[src/sdrcb_pkg.sv]
`default_nettype none
package sdrcb_pkg;
   // ======================================================
   // Clock and timing.
   localparam int CLK_PERIOD_NS = 10;
   localparam int ROW_PRECHARGE_TIME_NS = 20;
   localparam int SELF_REFRESH_EXIT_DELAY_NS = 70;
   localparam int REFRESH_INTERVAL_NS = 7810;
   localparam int REFRESH_COUNT = 8192;
   localparam int REFRESH_PERIOD_MS = 64;
   // ======================================================
   // Widths of the by-16 organisation.
   localparam int ROW_W = 13;
   localparam int COL_W = 9;
   localparam int DQ_W = 16;
   localparam int DQM_W = 2;
   localparam int MODE_W = 12;
   localparam int CNT_W = 8;
   localparam int FIFO_DEPTH = 16;
   localparam int FIFO_W = 2 + ROW_W + COL_W + DQM_W + DQ_W;
   // ======================================================
   // Address bit positions.
   localparam int AUTO_PRECHARGE_BIT = 10;
   // ======================================================
   // Mode register fields and reset value.
   localparam int MR_BL_LSB = 0;
   localparam int MR_BT_BIT = 3;
   localparam int MR_CL_LSB = 4;
   localparam logic [2:0] MR_BL_FULL = 3'h7;
   localparam logic [2:0] MR_CL_THREE = 3'h3;
   localparam logic [MODE_W-1:0] MODE_RESET = 12'h020;
   // ======================================================
   // Decoded commands and self refresh states.
   typedef enum logic [3:0] {
      CMD_INHIBIT, CMD_NOP, CMD_ACTIVE, CMD_READ, CMD_WRITE,
      CMD_TERMINATE, CMD_PRECHARGE, CMD_REFRESH, CMD_MODE
   } sdrcb_cmd_t;
   typedef enum logic [1:0] {
      SR_NORMAL, SR_SELF, SR_EXIT
   } sdrcb_sr_t;
endpackage : sdrcb_pkg
`default_nettype wire

[src/sdrcb_top.sv]
`timescale 1ns/1ps
`default_nettype none

// ==========================================================
// Write data buffer.
module sdrcb_fifo #(
   parameter int WIDTH = 8,
   parameter int DEPTH = 16
) (
   input wire logic clk,
   input wire logic sys_rst,
   input wire logic in_valid,
   output logic in_ready,
   input wire logic [WIDTH-1:0] in_data,
   output logic out_valid,
   input wire logic out_ready,
   output logic [WIDTH-1:0] out_data
);
   localparam int AW = $clog2(DEPTH);
   logic [WIDTH-1:0] mem [DEPTH];
   logic [AW-1:0] wr_ptr;
   logic [AW-1:0] rd_ptr;
   logic [AW:0] count;
   logic push;
   logic pop;
   logic [AW:0] next_count;

   assign push = in_valid && in_ready;
   assign pop = out_valid && out_ready;
   assign out_data = mem[rd_ptr];

   always_comb begin
      next_count = count;
      if (push && !pop) begin
         next_count = count + 1'b1;
      end else if (pop && !push) begin
         next_count = count - 1'b1;
      end
   end

   always_ff @(posedge clk) begin
      if (push) begin
         mem[wr_ptr] <= in_data;
      end
   end

   always_ff @(posedge clk) begin
      if (sys_rst) begin
         wr_ptr <= '0;
         rd_ptr <= '0;
         count <= '0;
         in_ready <= 1'b1;
         out_valid <= 1'b0;
      end else begin
         if (push) begin
            wr_ptr <= wr_ptr + 1'b1;
         end
         if (pop) begin
            rd_ptr <= rd_ptr + 1'b1;
         end
         count <= next_count;
         in_ready <= (next_count != (AW+1)'(DEPTH));
         out_valid <= (next_count != '0);
      end
   end
endmodule : sdrcb_fifo

// Summary of operation
// - NO_OPERATION_CMD or deselect starts nothing, work continues.
// - Mode load uses address bits 0-11 only.
// - Activate opens row in selected bank.
// - Read starts burst from column bits 0-8.
// - Write starts burst, same column bits.
// - Bit ten selects auto precharge per command.
// - No auto precharge in full-page bursts.
// - Read mask gates outputs two clocks later.
// - Write mask in data cycle blocks byte.
// - Precharge one bank, or all with bit ten.
// - Precharged bank idle, ready after precharge time.
// - Terminate cuts latest burst, row stays open.
// - Refresh needs idle banks; address inputs ignored.
// - Refresh code with gate low enters self refresh.
// - Commands decoded from select and three strobes.
// - Read data after latency two or three.
module sdrcb_top #(
   parameter int ROW_PRECHARGE_TIME_NS = sdrcb_pkg::ROW_PRECHARGE_TIME_NS,
   parameter int SELF_REFRESH_EXIT_DELAY_NS = sdrcb_pkg::SELF_REFRESH_EXIT_DELAY_NS,
   parameter int REFRESH_INTERVAL_NS = sdrcb_pkg::REFRESH_INTERVAL_NS
) (
   input wire logic clk,
   input wire logic sys_rst,
   input wire logic cke,
   input wire logic cs_n,
   input wire logic ras_n,
   input wire logic cas_n,
   input wire logic we_n,
   input wire logic bank_select_lo,
   input wire logic bank_select_hi,
   input wire logic [sdrcb_pkg::ROW_W-1:0] addr,
   input wire logic [sdrcb_pkg::DQM_W-1:0] dqm,
   input wire logic [sdrcb_pkg::DQ_W-1:0] dq_in,
   output logic [sdrcb_pkg::DQ_W-1:0] dq_out,
   output logic [sdrcb_pkg::DQ_W-1:0] dq_oe_n,
   output logic arr_rd_en,
   output logic [1:0] arr_rd_bank,
   output logic [sdrcb_pkg::ROW_W-1:0] arr_rd_row,
   output logic [sdrcb_pkg::COL_W-1:0] arr_rd_col,
   input wire logic [sdrcb_pkg::DQ_W-1:0] arr_rd_data,
   output logic arr_wr_valid,
   input wire logic arr_wr_ready,
   output logic [sdrcb_pkg::FIFO_W-1:0] arr_wr_word,
   output logic write_ready,
   output logic [sdrcb_pkg::MODE_W-1:0] mode_reg,
   output logic [3:0] bank_open,
   output logic [3:0] bank_ready,
   output logic [sdrcb_pkg::ROW_W-1:0] refresh_row,
   output logic self_refresh_active
);
   import sdrcb_pkg::*;

   localparam int RP_CYC_I = (ROW_PRECHARGE_TIME_NS + CLK_PERIOD_NS - 1) / CLK_PERIOD_NS;
   localparam int XSR_CYC_I = (SELF_REFRESH_EXIT_DELAY_NS + CLK_PERIOD_NS - 1) / CLK_PERIOD_NS;
   localparam int REFI_CYC_I = REFRESH_INTERVAL_NS / CLK_PERIOD_NS;
   localparam logic [CNT_W-1:0] RP_CYC = CNT_W'(RP_CYC_I < 1 ? 1 : RP_CYC_I);
   localparam logic [CNT_W-1:0] XSR_CYC = CNT_W'(XSR_CYC_I < 2 ? 2 : XSR_CYC_I);
   localparam logic [12:0] REFI_CYC = 13'(REFI_CYC_I < 1 ? 1 : REFI_CYC_I);

   // ======================================================
   // Helpers.
   function automatic sdrcb_cmd_t decode(input logic c, input logic r,
                                         input logic a, input logic w);
      if (c) begin
         return CMD_INHIBIT;
      end
      case ({r, a, w})
         3'h7: return CMD_NOP;
         3'h3: return CMD_ACTIVE;
         3'h5: return CMD_READ;
         3'h4: return CMD_WRITE;
         3'h6: return CMD_TERMINATE;
         3'h2: return CMD_PRECHARGE;
         3'h1: return CMD_REFRESH;
         3'h0: return CMD_MODE;
         default: return CMD_NOP;
      endcase
   endfunction : decode

   function automatic logic [COL_W-1:0] len_mask(input logic [2:0] bl);
      case (bl)
         3'h0: return 9'h000;
         3'h1: return 9'h001;
         3'h2: return 9'h003;
         3'h3: return 9'h007;
         MR_BL_FULL: return 9'h1ff;
         default: return 9'h000;
      endcase
   endfunction : len_mask

   // ======================================================
   // Command decode.
   sdrcb_sr_t sr_state;
   sdrcb_cmd_t cmd;
   logic [1:0] bsel;
   logic [COL_W-1:0] bmask;
   logic full_page;
   logic interleave;
   logic cl_three;
   logic sr_entry;

   always_comb begin
      cmd = decode(cs_n, ras_n, cas_n, we_n);
      // Only the gate is watched while self refresh runs.
      if (sr_state != SR_NORMAL) begin
         cmd = CMD_NOP;
      end else if (!cke && cmd != CMD_REFRESH) begin
         cmd = CMD_NOP;
      end
   end

   assign sr_entry = (cmd == CMD_REFRESH) && !cke;
   assign bsel = {bank_select_hi, bank_select_lo};
   assign full_page = (mode_reg[MR_BL_LSB +: 3] == MR_BL_FULL);
   assign bmask = len_mask(mode_reg[MR_BL_LSB +: 3]);
   assign interleave = mode_reg[MR_BT_BIT] && !full_page;
   assign cl_three = (mode_reg[MR_CL_LSB +: 3] == MR_CL_THREE);

   always_ff @(posedge clk) begin
      if (sys_rst) begin
         mode_reg <= MODE_RESET;
      end else if (cmd == CMD_MODE) begin
         mode_reg <= addr[MODE_W-1:0];
      end
   end

   // ======================================================
   // Burst engine.
   logic bst_active;
   logic bst_read;
   logic bst_ap;
   logic [1:0] bst_bank;
   logic [COL_W-1:0] bst_start;
   logic [COL_W-1:0] bst_cnt;
   logic beat_go;
   logic beat_read;
   logic beat_last;
   logic beat_ap;
   logic [1:0] beat_bank;
   logic [COL_W-1:0] beat_col;
   logic [COL_W-1:0] beat_cnt;
   logic [COL_W-1:0] beat_start;
   logic [COL_W-1:0] beat_off;
   logic ap_fire;
   logic new_burst;
   logic cut_burst;
   logic [ROW_W-1:0] open_row [4];

   assign new_burst = (cmd == CMD_READ) || (cmd == CMD_WRITE);
   assign cut_burst = (cmd == CMD_TERMINATE)
      || (cmd == CMD_PRECHARGE && (addr[AUTO_PRECHARGE_BIT] || bsel == bst_bank));

   always_comb begin
      beat_go = 1'b0;
      beat_read = bst_read;
      beat_bank = bst_bank;
      beat_start = bst_start;
      beat_cnt = bst_cnt;
      beat_ap = bst_ap;
      if (new_burst) begin
         beat_go = 1'b1;
         beat_read = (cmd == CMD_READ);
         beat_bank = bsel;
         beat_start = addr[COL_W-1:0];
         beat_cnt = '0;
         beat_ap = addr[AUTO_PRECHARGE_BIT] && !full_page;
      end else if (bst_active && !cut_burst) begin
         beat_go = 1'b1;
      end
      beat_off = interleave ? (beat_start ^ beat_cnt) : (beat_start + beat_cnt);
      beat_col = (beat_start & ~bmask) | (beat_off & bmask);
      beat_last = !full_page && (beat_cnt == bmask);
   end

   assign ap_fire = beat_go && beat_last && beat_ap;

   always_ff @(posedge clk) begin
      if (sys_rst) begin
         bst_active <= 1'b0;
         bst_read <= 1'b0;
         bst_ap <= 1'b0;
         bst_bank <= '0;
         bst_start <= '0;
         bst_cnt <= '0;
      end else if (new_burst) begin
         bst_active <= !beat_last;
         bst_read <= beat_read;
         bst_ap <= beat_ap;
         bst_bank <= beat_bank;
         bst_start <= beat_start;
         bst_cnt <= 9'h001;
      end else if (cut_burst) begin
         bst_active <= 1'b0;
      end else if (beat_go) begin
         bst_cnt <= bst_cnt + 1'b1;
         bst_active <= !beat_last;
      end
   end

   // ======================================================
   // Bank state.
   logic [CNT_W-1:0] rp_cnt [4];

   always_ff @(posedge clk) begin
      if (sys_rst) begin
         bank_open <= '0;
         bank_ready <= '1;
         for (int i = 0; i < 4; i++) begin
            rp_cnt[i] <= '0;
            open_row[i] <= '0;
         end
      end else begin
         for (int i = 0; i < 4; i++) begin
            if ((cmd == CMD_PRECHARGE && (addr[AUTO_PRECHARGE_BIT] || bsel == 2'(i)))
                || (ap_fire && beat_bank == 2'(i))) begin
               bank_open[i] <= 1'b0;
               rp_cnt[i] <= RP_CYC;
               bank_ready[i] <= 1'b0;
            end else if (cmd == CMD_ACTIVE && bsel == 2'(i)) begin
               bank_open[i] <= 1'b1;
               open_row[i] <= addr;
               bank_ready[i] <= 1'b0;
            end else if (rp_cnt[i] != '0) begin
               rp_cnt[i] <= rp_cnt[i] - 1'b1;
               bank_ready[i] <= (rp_cnt[i] == 8'h01);
            end
         end
      end
   end

   // ======================================================
   // Read path.
   logic [DQ_W-1:0] rd_stage_data;
   logic rd_stage_valid;
   logic [DQM_W-1:0] dqm_d1;
   logic rd_sel_valid;

   assign rd_sel_valid = cl_three ? rd_stage_valid : arr_rd_en;

   always_ff @(posedge clk) begin
      if (sys_rst) begin
         arr_rd_en <= 1'b0;
         arr_rd_bank <= '0;
         arr_rd_row <= '0;
         arr_rd_col <= '0;
      end else begin
         arr_rd_en <= beat_go && beat_read;
         arr_rd_bank <= beat_bank;
         arr_rd_row <= open_row[beat_bank];
         arr_rd_col <= beat_col;
      end
   end

   always_ff @(posedge clk) begin
      if (sys_rst) begin
         rd_stage_data <= '0;
         rd_stage_valid <= 1'b0;
         dqm_d1 <= '0;
         dq_out <= '0;
         dq_oe_n <= '1;
      end else begin
         rd_stage_data <= arr_rd_data;
         rd_stage_valid <= arr_rd_en;
         dqm_d1 <= dqm;
         dq_out <= cl_three ? rd_stage_data : arr_rd_data;
         for (int b = 0; b < DQM_W; b++) begin
            dq_oe_n[b*8 +: 8] <= {8{!(rd_sel_valid && !dqm_d1[b])}};
         end
      end
   end

   // ======================================================
   // Write path.
   logic fifo_in_valid;
   logic [FIFO_W-1:0] fifo_in_data;

   assign fifo_in_valid = beat_go && !beat_read;
   assign fifo_in_data = {beat_bank, open_row[beat_bank], beat_col, dqm, dq_in};

   sdrcb_fifo #(
      .WIDTH(FIFO_W),
      .DEPTH(FIFO_DEPTH)
   ) u_wr_fifo (
      .clk(clk),
      .sys_rst(sys_rst),
      .in_valid(fifo_in_valid),
      .in_ready(write_ready),
      .in_data(fifo_in_data),
      .out_valid(arr_wr_valid),
      .out_ready(arr_wr_ready),
      .out_data(arr_wr_word)
   );

   // ======================================================
   // Refresh and self refresh.
   logic [CNT_W-1:0] xsr_cnt;
   logic [12:0] refi_cnt;
   logic sr_tick;

   assign sr_tick = (sr_state == SR_SELF) && (refi_cnt == '0);

   always_ff @(posedge clk) begin
      if (sys_rst) begin
         sr_state <= SR_NORMAL;
         xsr_cnt <= '0;
         self_refresh_active <= 1'b0;
      end else begin
         case (sr_state)
            SR_NORMAL: begin
               if (sr_entry) begin
                  sr_state <= SR_SELF;
                  self_refresh_active <= 1'b1;
               end
            end
            SR_SELF: begin
               if (cke) begin
                  sr_state <= SR_EXIT;
                  xsr_cnt <= XSR_CYC - 1'b1;
               end
            end
            SR_EXIT: begin
               if (xsr_cnt == '0) begin
                  sr_state <= SR_NORMAL;
                  self_refresh_active <= 1'b0;
               end else begin
                  xsr_cnt <= xsr_cnt - 1'b1;
               end
            end
            default: begin
               sr_state <= SR_NORMAL;
            end
         endcase
      end
   end

   always_ff @(posedge clk) begin
      if (sys_rst || sr_state != SR_SELF) begin
         refi_cnt <= REFI_CYC - 1'b1;
      end else if (sr_tick) begin
         refi_cnt <= REFI_CYC - 1'b1;
      end else begin
         refi_cnt <= refi_cnt - 1'b1;
      end
   end

   always_ff @(posedge clk) begin
      if (sys_rst) begin
         refresh_row <= '0;
      end else if ((cmd == CMD_REFRESH && cke) || sr_tick) begin
         refresh_row <= refresh_row + 1'b1;
      end
   end
endmodule : sdrcb_top

`default_nettype wire

[config.mk]
export PLATFORM = sky130hd
export DESIGN_NAME = sdrcb_top
export DESIGN_NICKNAME = d
export VERILOG_FILES = /design/src/sdrcb_pkg.sv /design/src/sdrcb_top.sv
export SDC_FILE = /design/constraint.sdc
export NUM_CORES = 1
export LEC_CHECK = 0
export BUFFER_PORTS_ARGS = -buffer_cell sky130_fd_sc_hd__buf_2
export CAP_MARGIN = 10
export CORE_ASPECT_RATIO = 0.6
export CORE_MARGIN = 2
export CORE_UTILIZATION = 60
export DETAILED_ROUTE_END_ITERATION = 7
export PLACE_DENSITY = 0.78
export SETUP_SLACK_MARGIN = 0.4
export SYNTH_ARGS = -nofsm -noshare
export SYNTH_HDL_FRONTEND = slang
export SYNTH_SLANG_ARGS = --single-unit
[constraint.sdc]
create_clock -name clk -period 12.8 [get_ports clk]
set_input_delay 2.56 -clock clk [delete_from_list [all_inputs] [get_ports clk]]
set_output_delay 2.56 -clock clk [all_outputs]
set_load 0.005 [all_outputs]
==> results of run 1 <==
critical path, delay by kind of cell:
kind                     cells  cell delay, ps
adder cells (fa/ha/maj)      3             910
buffers and inverters        2             310
AO/OA/AOI/OAI                6            1910
AND/OR/NAND/NOR              4            1640
XOR/XNOR                     1             140
worst max path at each step:
stage	start	to
final	cas_n	u_wr_fifo.mem[0][24]
after global routing	cas_n	u_wr_fifo.mem[3][24]
after CTS	cas_n	u_wr_fifo.mem[1][24]
after detailed placement	cas_n	u_wr_fifo.mem[11][24]
after global placement	cas_n	u_wr_fifo.mem[12][24]
after floorplan	cas_n	u_wr_fifo.mem[3][0]
per-layer routing:
layer  part of all wire  wire [um]  vias to the layer above
li1                   -          -                     8436
met5                  0          0                        -
met2               0.48      39100                      941
met4              0.024       1980                        0
met1               0.41      34000                    10100
met3              0.086       7040                      139
final cells by class:
| type | count | area [um^2] |
|---|---|---|
| multi-input combinational | 1006 | 9820 |
| clock inverter | 43 | 498 |
| clock buffer | 101 | 2150 |
| tap | 781 | 977 |
| antenna | 5 | 12.5 |
| timing repair buffer | 234 | 1290 |
| fill | 3695 | 18600 |
| inverter | 41 | 154 |
| sequential | 917 | 25900 |
per-stage QoR:
stage	std cells	cell area (um^2)	setup slack, ps	utilization
2_1_floorplan	2079	36300	4330	-
3_3_place_gp	2972	38100	5270	0.641
3_5_place_dp	2972	38100	4990	0.641
4_1_cts	3116	40800	5670	0.685
5_1_grt	3124	40800	5150	0.686
6_report	3128	40800	5590	0.687
cell usage in the layout (no fill, tap or decap), types with 33 or more instances in the layout:
cell       instances
clkbuf_16         81
mux4_2           210
buf_2            190
xnor2_1           44
buf_4             43
ha_1              33
mux2i_1           60
nor2_1           172
edfxtp_1         756
dfxtp_1          157
nand2_1          117
a21oi_1           52
inv_1             40
and2_1            35
kinds of logic after synthesis:
group | count (synthesis) | synth area share
DFF | 917 | 0.714
and+or+nand+nor | 503 | 0.0673
muxes | 281 | 0.150
buffers and inverters | 156 | 0.0187
AOI/OAI and AO/OA | 113 | 0.0195
xor gates and xnor gates | 74 | 0.0179
adders and majority gates | 35 | 0.0122
report_power, final:
group          internal, mW  switching (mW)
registers              3.33          0.0829
clock network          1.40            1.07
logic                 0.410           0.422
total                  5.13            1.57
==> impl_metrics.csv, run 1 <==
group,metric,value,unit
setup_path,cpMaxStageDelayCell,"or4_1",
place,dp_hpwl,45.9,mm
routing,drc_errors,0,
sta,grt_setup_unrepaired,"no",
setup_path,r2r_start,"sr_state[1]",
clock_network,cts_tree,"done",
routing,drt-initial-drc-count,2022,
logic_synthesis,ys_seq_area_frac,0.714,
die,initial_utilization,0.610,
sta,fin_hold_ws,428,ps
power_and_ir_drop,power,6.70,mW
clock_network,hold_buffers,0,
power_and_ir_drop,leakage,13.7,nW
logic_synthesis,netlist_area,0.0363,mm^2
clock_network,h-tree-depth,3,
setup_path,worstPathCellList,"buf_2, inv_1, ha_1, nor4b_4, a21oi_1, or4_1, and2_1, ha_1, fa_1, a21o_1, a21oi_1, o21bai_1, a21oi_1, xnor2_1, nor2_1, a21oi_1",
run_status,status,"finished clean",
logic_synthesis,syn_nets,2170,
logic_synthesis,synth_top_area_frac,0.625,
die,die_h,195,um
global_route,busiest_layer,"met2",
die,rows,69,
setup_path,arrival,7490,ps
routing,postRouteAntennaNets,0,
setup_path,path_max_fanout,18,
sta,relSlewSlack,0.164,
logic_synthesis,synth.distinct_cells,65,
sta,hold_violations,0,
die,die-area,0.0625,mm^2
cells_and_area,reg.largest.list,"u_wr_fifo.mem x672, open_row x52, rp_cnt x32",
setup_path,r2r-end,"u_wr_fifo.mem[0][24]",
setup_path,cp-end-kind,"flip-flop",
global_route,grt_pass1_vias,19900,
global_route,overflow,0,
cells_and_area,drive_above_1_share,0.263,
logic_synthesis,syn_inst,2079,
cells_and_area,nets,2370,
setup_path,rr_worst_depth,13,
clock_network,clock-sinks,917,
logic_synthesis,synth_edf_count,756,
job,maxCapViolations,0,
setup_path,slowest_delay,880,ps
sta,slew_viol_final,0,
sta,fin_crit_sh,0.564,
global_route,grtUsageMet2,0.419,
die,die_w,322,um
logic_synthesis,synth_most_common_cell,"edfxtp_1",
sta,fmax,139,MHz
min_path,min_from,"dqm_d1[0]",
sta,tightest_slew,1250,ps
routing,vias,19600,
logic_synthesis,yosysWarnings,0,
global_route,grt_max_degree,126,
place,gp_congestion,0.871,
global_route,use_met1,0.384,
logic_synthesis,synth_area_leaders,"edfxtp_1 (63%), mux4_2 (13%), dfxtp_1 (8.9%)",
cells_and_area,synthToLayoutAreaGrowth,12.5,%
global_route,grt_usage,0.268,
sta,clock_skew,29.6,ps
min_path,min_path_cells,1,
min_path,min_to,"dq_oe_n[7]",
routing,finalWirelength,82.1,mm
min_path,hold_class,"reg -> reg",
clock_network,ctsRootBufferMaster,"clkbuf_16",
clock_network,insertion_delay,650,ps
global_route,antenna_found_initial,3,
clock_network,cts_setup_buffers,0,
clock_network,cts.repair.resized,0,
setup_path,critPathRequiredTime,13070,ps
cells_and_area,top_register,"u_wr_fifo.mem",
setup_path,crit_type,"in -> reg",
sta,setup_viol,0,
logic_synthesis,ys_ff_latch,917,
global_route,met3_usage,0.0592,
logic_synthesis,ys.flop_type,"edfxtp_1",
clock_network,cts_made_buffers,79,
routing,wl_per_cell,26.3,um
power_and_ir_drop,power_density,164,mW/mm^2
clock_network,clk_path_buf_depth,3,
die,ios,192,
global_route,grt_pass1_wl,123,mm
clock_network,clkTransAtPathRegs,70,ps
power_and_ir_drop,peakVddDrop,0.109,mV
sta,period_minus_slack,7210,ps
setup_path,start_kind,"input pin",
die,core,0.0595,mm^2
cells_and_area,largest_reg_flops,672,
setup_path,rrSetupSlack,7740,ps
logic_synthesis,syn_avg_cell_area,17.5,um^2
logic_synthesis,async_flop_share,0,
setup_path,cpMostUsedCell,"a21oi_1",
logic_synthesis,synth.largest_area_cell,"edfxtp_1",
sta,setup_tns,0,ps
routing,first_pass_iters,5,
logic_synthesis,synth_common_cells,"edfxtp_1 (756), mux4_2 (210), nor2_1 (184), dfxtp_1 (161), nand2_1 (117)",
place,portBuffers,191,
routing,routed_via_density,6.27,
Note: power is estimated with default switching activity, not from simulation.
==> inputs of run 2 (changes only) <==
--- a/config.mk
+++ b/config.mk
@@ -5,13 +5,14 @@
 export SDC_FILE = /design/constraint.sdc
 export NUM_CORES = 1
 export LEC_CHECK = 0
+export ABC_AREA = 1
 export BUFFER_PORTS_ARGS = -buffer_cell sky130_fd_sc_hd__buf_2
 export CAP_MARGIN = 10
 export CORE_ASPECT_RATIO = 0.6
 export CORE_MARGIN = 2
-export CORE_UTILIZATION = 60
+export CORE_UTILIZATION = 55
 export DETAILED_ROUTE_END_ITERATION = 7
-export PLACE_DENSITY = 0.78
+export PLACE_DENSITY = 0.76
 export SETUP_SLACK_MARGIN = 0.4
 export SYNTH_ARGS = -nofsm -noshare
 export SYNTH_HDL_FRONTEND = slang
==> constraint.sdc (replaced) <==
create_clock -name clk -period 6.2 [get_ports clk]
set_input_delay 1.24 -clock clk [delete_from_list [all_inputs] [get_ports clk]]
set_output_delay 1.24 -clock clk [all_outputs]
set_load 0.005 [all_outputs]
==> run 2 against run 1 <==
Global-route usage down 2.3 points. Combinational power rose to 2.8 times the previous value. Power up 120%. Cell count up 35%. Sequential power up 110%. Clock power up 110%.
==> impl_metrics.csv, run 2 <==
group,metric,value,unit
cells_and_area,n_fill_cell,5016,
sta,clock_skew,22.8,ps
die,ios,192,
global_route,use_met1,0.366,
power_and_ir_drop,power_density,342,mW/mm^2
setup_path,cpMostUsedCell,"nand2_1",
logic_synthesis,async_flop_share,0,
place,gp_congestion,0.846,
setup_path,critPathRequiredTime,6760,ps
logic_synthesis,netlist_area,0.0378,mm^2
clock_network,cts_tree,"done",
logic_synthesis,synth_edf_count,756,
min_path,hold_class,"reg -> reg",
sta,fin_ws,1420,ps
sta,tightest_slew,1110,ps
power_and_ir_drop,swShare,0.266,
sta,slew_viol_final,0,
clock_network,clkTransAtPathRegs,60,ps
logic_synthesis,synth_top_family_by_area,"compound AO/OA/AOI/OAI gates",
routing,routed_via_density,5.84,
clock_network,hold_buffers,0,
die,die_w,342,um
die,rows,74,
cells_and_area,nets,3336,
logic_synthesis,syn_nets,3183,
job,maxCapViolations,0,
sta,relSlewSlack,0.258,
logic_synthesis,ys_ff_latch,917,
power_and_ir_drop,p_sw,3.85,mW
global_route,antenna_found_initial,4,
logic_synthesis,synth_area_leaders,"edfxtp_1 (60%), dfxtp_1 (8.5%), mux2i_1 (4.5%)",
logic_synthesis,synth-simple-area-share,0.0810,
global_route,met3_usage,0.0402,
cells_and_area,final_cell_mix,"edfxtp_1 (756), inv_1 (352), o21ai_0 (260)",
run_status,status,"finished clean",
logic_synthesis,yosys.area_share.xor_xnor,0.00997,
sta,hold_violations,0,
cells_and_area,drive_above_1_share,0.127,
logic_synthesis,syn_inst,3092,
global_route,busiest_layer,"met2",
logic_synthesis,synth_most_common_cell,"edfxtp_1",
clock_network,cts.repair.resized,0,
cells_and_area,top_register,"u_wr_fifo.mem",
power_and_ir_drop,clock_power_share,0.350,
die,die-area,0.0709,mm^2
sta,grt_setup_unrepaired,"no",
clock_network,cts_setup_buffers,0,
logic_synthesis,synth_mux_area_frac,0.0445,
power_and_ir_drop,pwr-share-comb,0.160,
logic_synthesis,synth_top_area_frac,0.601,
sta,fin_crit_sh,0.771,
global_route,grtUsageMet2,0.374,
setup_path,slowest_delay,390,ps
setup_path,cp-end-kind,"flip-flop",
setup_path,path_max_fanout,29,
clock_network,h-tree-depth,3,
logic_synthesis,synthAdderAreaFrac,0.0115,
place,place_area,0.0397,mm^2
power_and_ir_drop,peakVddDrop,0.247,mV
global_route,grt_usage,0.245,
global_route,grt_pass1_wl,134,mm
place,dp_hpwl,52.5,mm
place,portBuffers,191,
logic_synthesis,yosysWarnings,0,
cells_and_area,largest_reg_flops,672,
power_and_ir_drop,p_int,10.6,mW
routing,drc_errors,0,
logic_synthesis,synth_compound_area_frac,0.111,
global_route,grt_pass1_vias,23900,
sta,period_minus_slack,4780,ps
logic_synthesis,ys.flop_type,"edfxtp_1",
logic_synthesis,ys_seq_area_frac,0.686,
die,die_h,207,um
clock_network,insertion_delay,640,ps
cells_and_area,final_core_util,0.623,
logic_synthesis,synth_common_cells,"edfxtp_1 (756), inv_1 (352), o21ai_0 (261), nor2_1 (242), a21oi_1 (237)",
power_and_ir_drop,leakage,15.6,nW
cells_and_area,reg.largest.list,"u_wr_fifo.mem x672, open_row x52, rp_cnt x32",
routing,vias,24700,
logic_synthesis,syn_avg_cell_area,12.2,um^2
setup_path,arrival,5350,ps
cells_and_area,layout_commonest_cell,"edfxtp_1",
place,dp_slack,871,ps
routing,postRouteAntennaNets,0,
power_and_ir_drop,sequentialPowerShare,0.490,
cells_and_area,synthToLayoutAreaGrowth,12.1,%
sta,fmax,209,MHz
routing,drt-initial-drc-count,2558,
setup_path,cpMaxStageDelayCell,"fa_1",
clock_network,clock-sinks,917,
cells_and_area,final_area,0.0424,mm^2
clock_network,clk_path_buf_depth,3,
sta,setup_viol,0,
routing,finalWirelength,88.0,mm
sta,setup_tns,0,ps
clock_network,ctsRootBufferMaster,"clkbuf_16",
setup_path,start_kind,"input pin",
global_route,grt_max_degree,127,
die,core,0.0680,mm^2
logic_synthesis,synth.largest_area_cell,"edfxtp_1",
routing,wl_per_cell,20.8,um
global_route,overflow,0,
setup_path,crit_type,"in -> reg",
clock_network,cts_made_buffers,83,
routing,first_pass_iters,5,
logic_synthesis,synth.distinct_cells,53,
die,initial_utilization,0.556,
[run 2: changes by cell type after synthesis, moves of 109 or more]
cell      previous run  this run
mux4_2             210         0
inv_1               41       352
o21ai_0             15       261
nand3_1             17       126
a21oi_1             52       237
o211ai_1             0       173
[run 2: critical path, delay by kind of cell]
family / cells / cell delay (ps)
AOI/OAI and AO/OA: 5 / 670
and+or+nand+nor: 17 / 1720
buffers and inverters: 7 / 600
adders and majority gates: 3 / 890
xor gates and xnor gates: 1 / 170
[run 2: area by class of cell]
cell class,instances,area [um^2],share of cell area
diodes,1,2.50,0.0000591
inverters,364,1380,0.0325
flip-flops and latches,917,25900,0.612
well taps,912,1140,0.0269
clock inverters,48,430,0.0102
multi-input cells,1643,9860,0.233
clock buffers,104,2240,0.0528
repair buffers,236,1370,0.0324
[run 2: logic make-up after synthesis]
logic type      count (synthesis)
flops                         917
compound gates                723
simple gates                  675
buf+inv                       532
mux                           168
xor+xnor                       43
fa+ha+maj                      34
[run 2: path summary, 6_finish.rpt]
kind / startpoint / slack (ps) / end / cells past startpoint
worst min-delay path: refi_cnt[0] / 420 / refi_cnt[0] / 1
worst max-delay path: cas_n / 1420 / arr_rd_col[8] / 33
worst max register to register: sr_state[1] / 2010 / arr_rd_col[8] / 27
worst min register to register: refi_cnt[0] / 420 / refi_cnt[0] / 1
[run 2: per-layer routing]
layer,wire [um],part of all wire
met1,38600,0.44
met2,39900,0.45
met3,7850,0.089
met4,1660,0.019
met5,0,0
[run 2: power by group through the flow]
stage               logic [mW]  clock network (mW)  registers [mW]
global route              2.58                5.38            7.11
CTS                       2.31                5.14            7.09
finish                    2.31                5.07            7.09
detailed placement        2.29                   0            7.22
global placement          2.19                   0            7.21
floorplan                 1.67                   0            7.13
[run 2: metrics by stage]
stage	power [mW]	hold WS, ps	cells
after floorplan	8.80	391	3092
after global routing	15.1	450	4225
after detailed placement	9.51	413	4072
after CTS	14.5	422	4224
final	14.5	416	4225
after global placement	9.40	402	4072
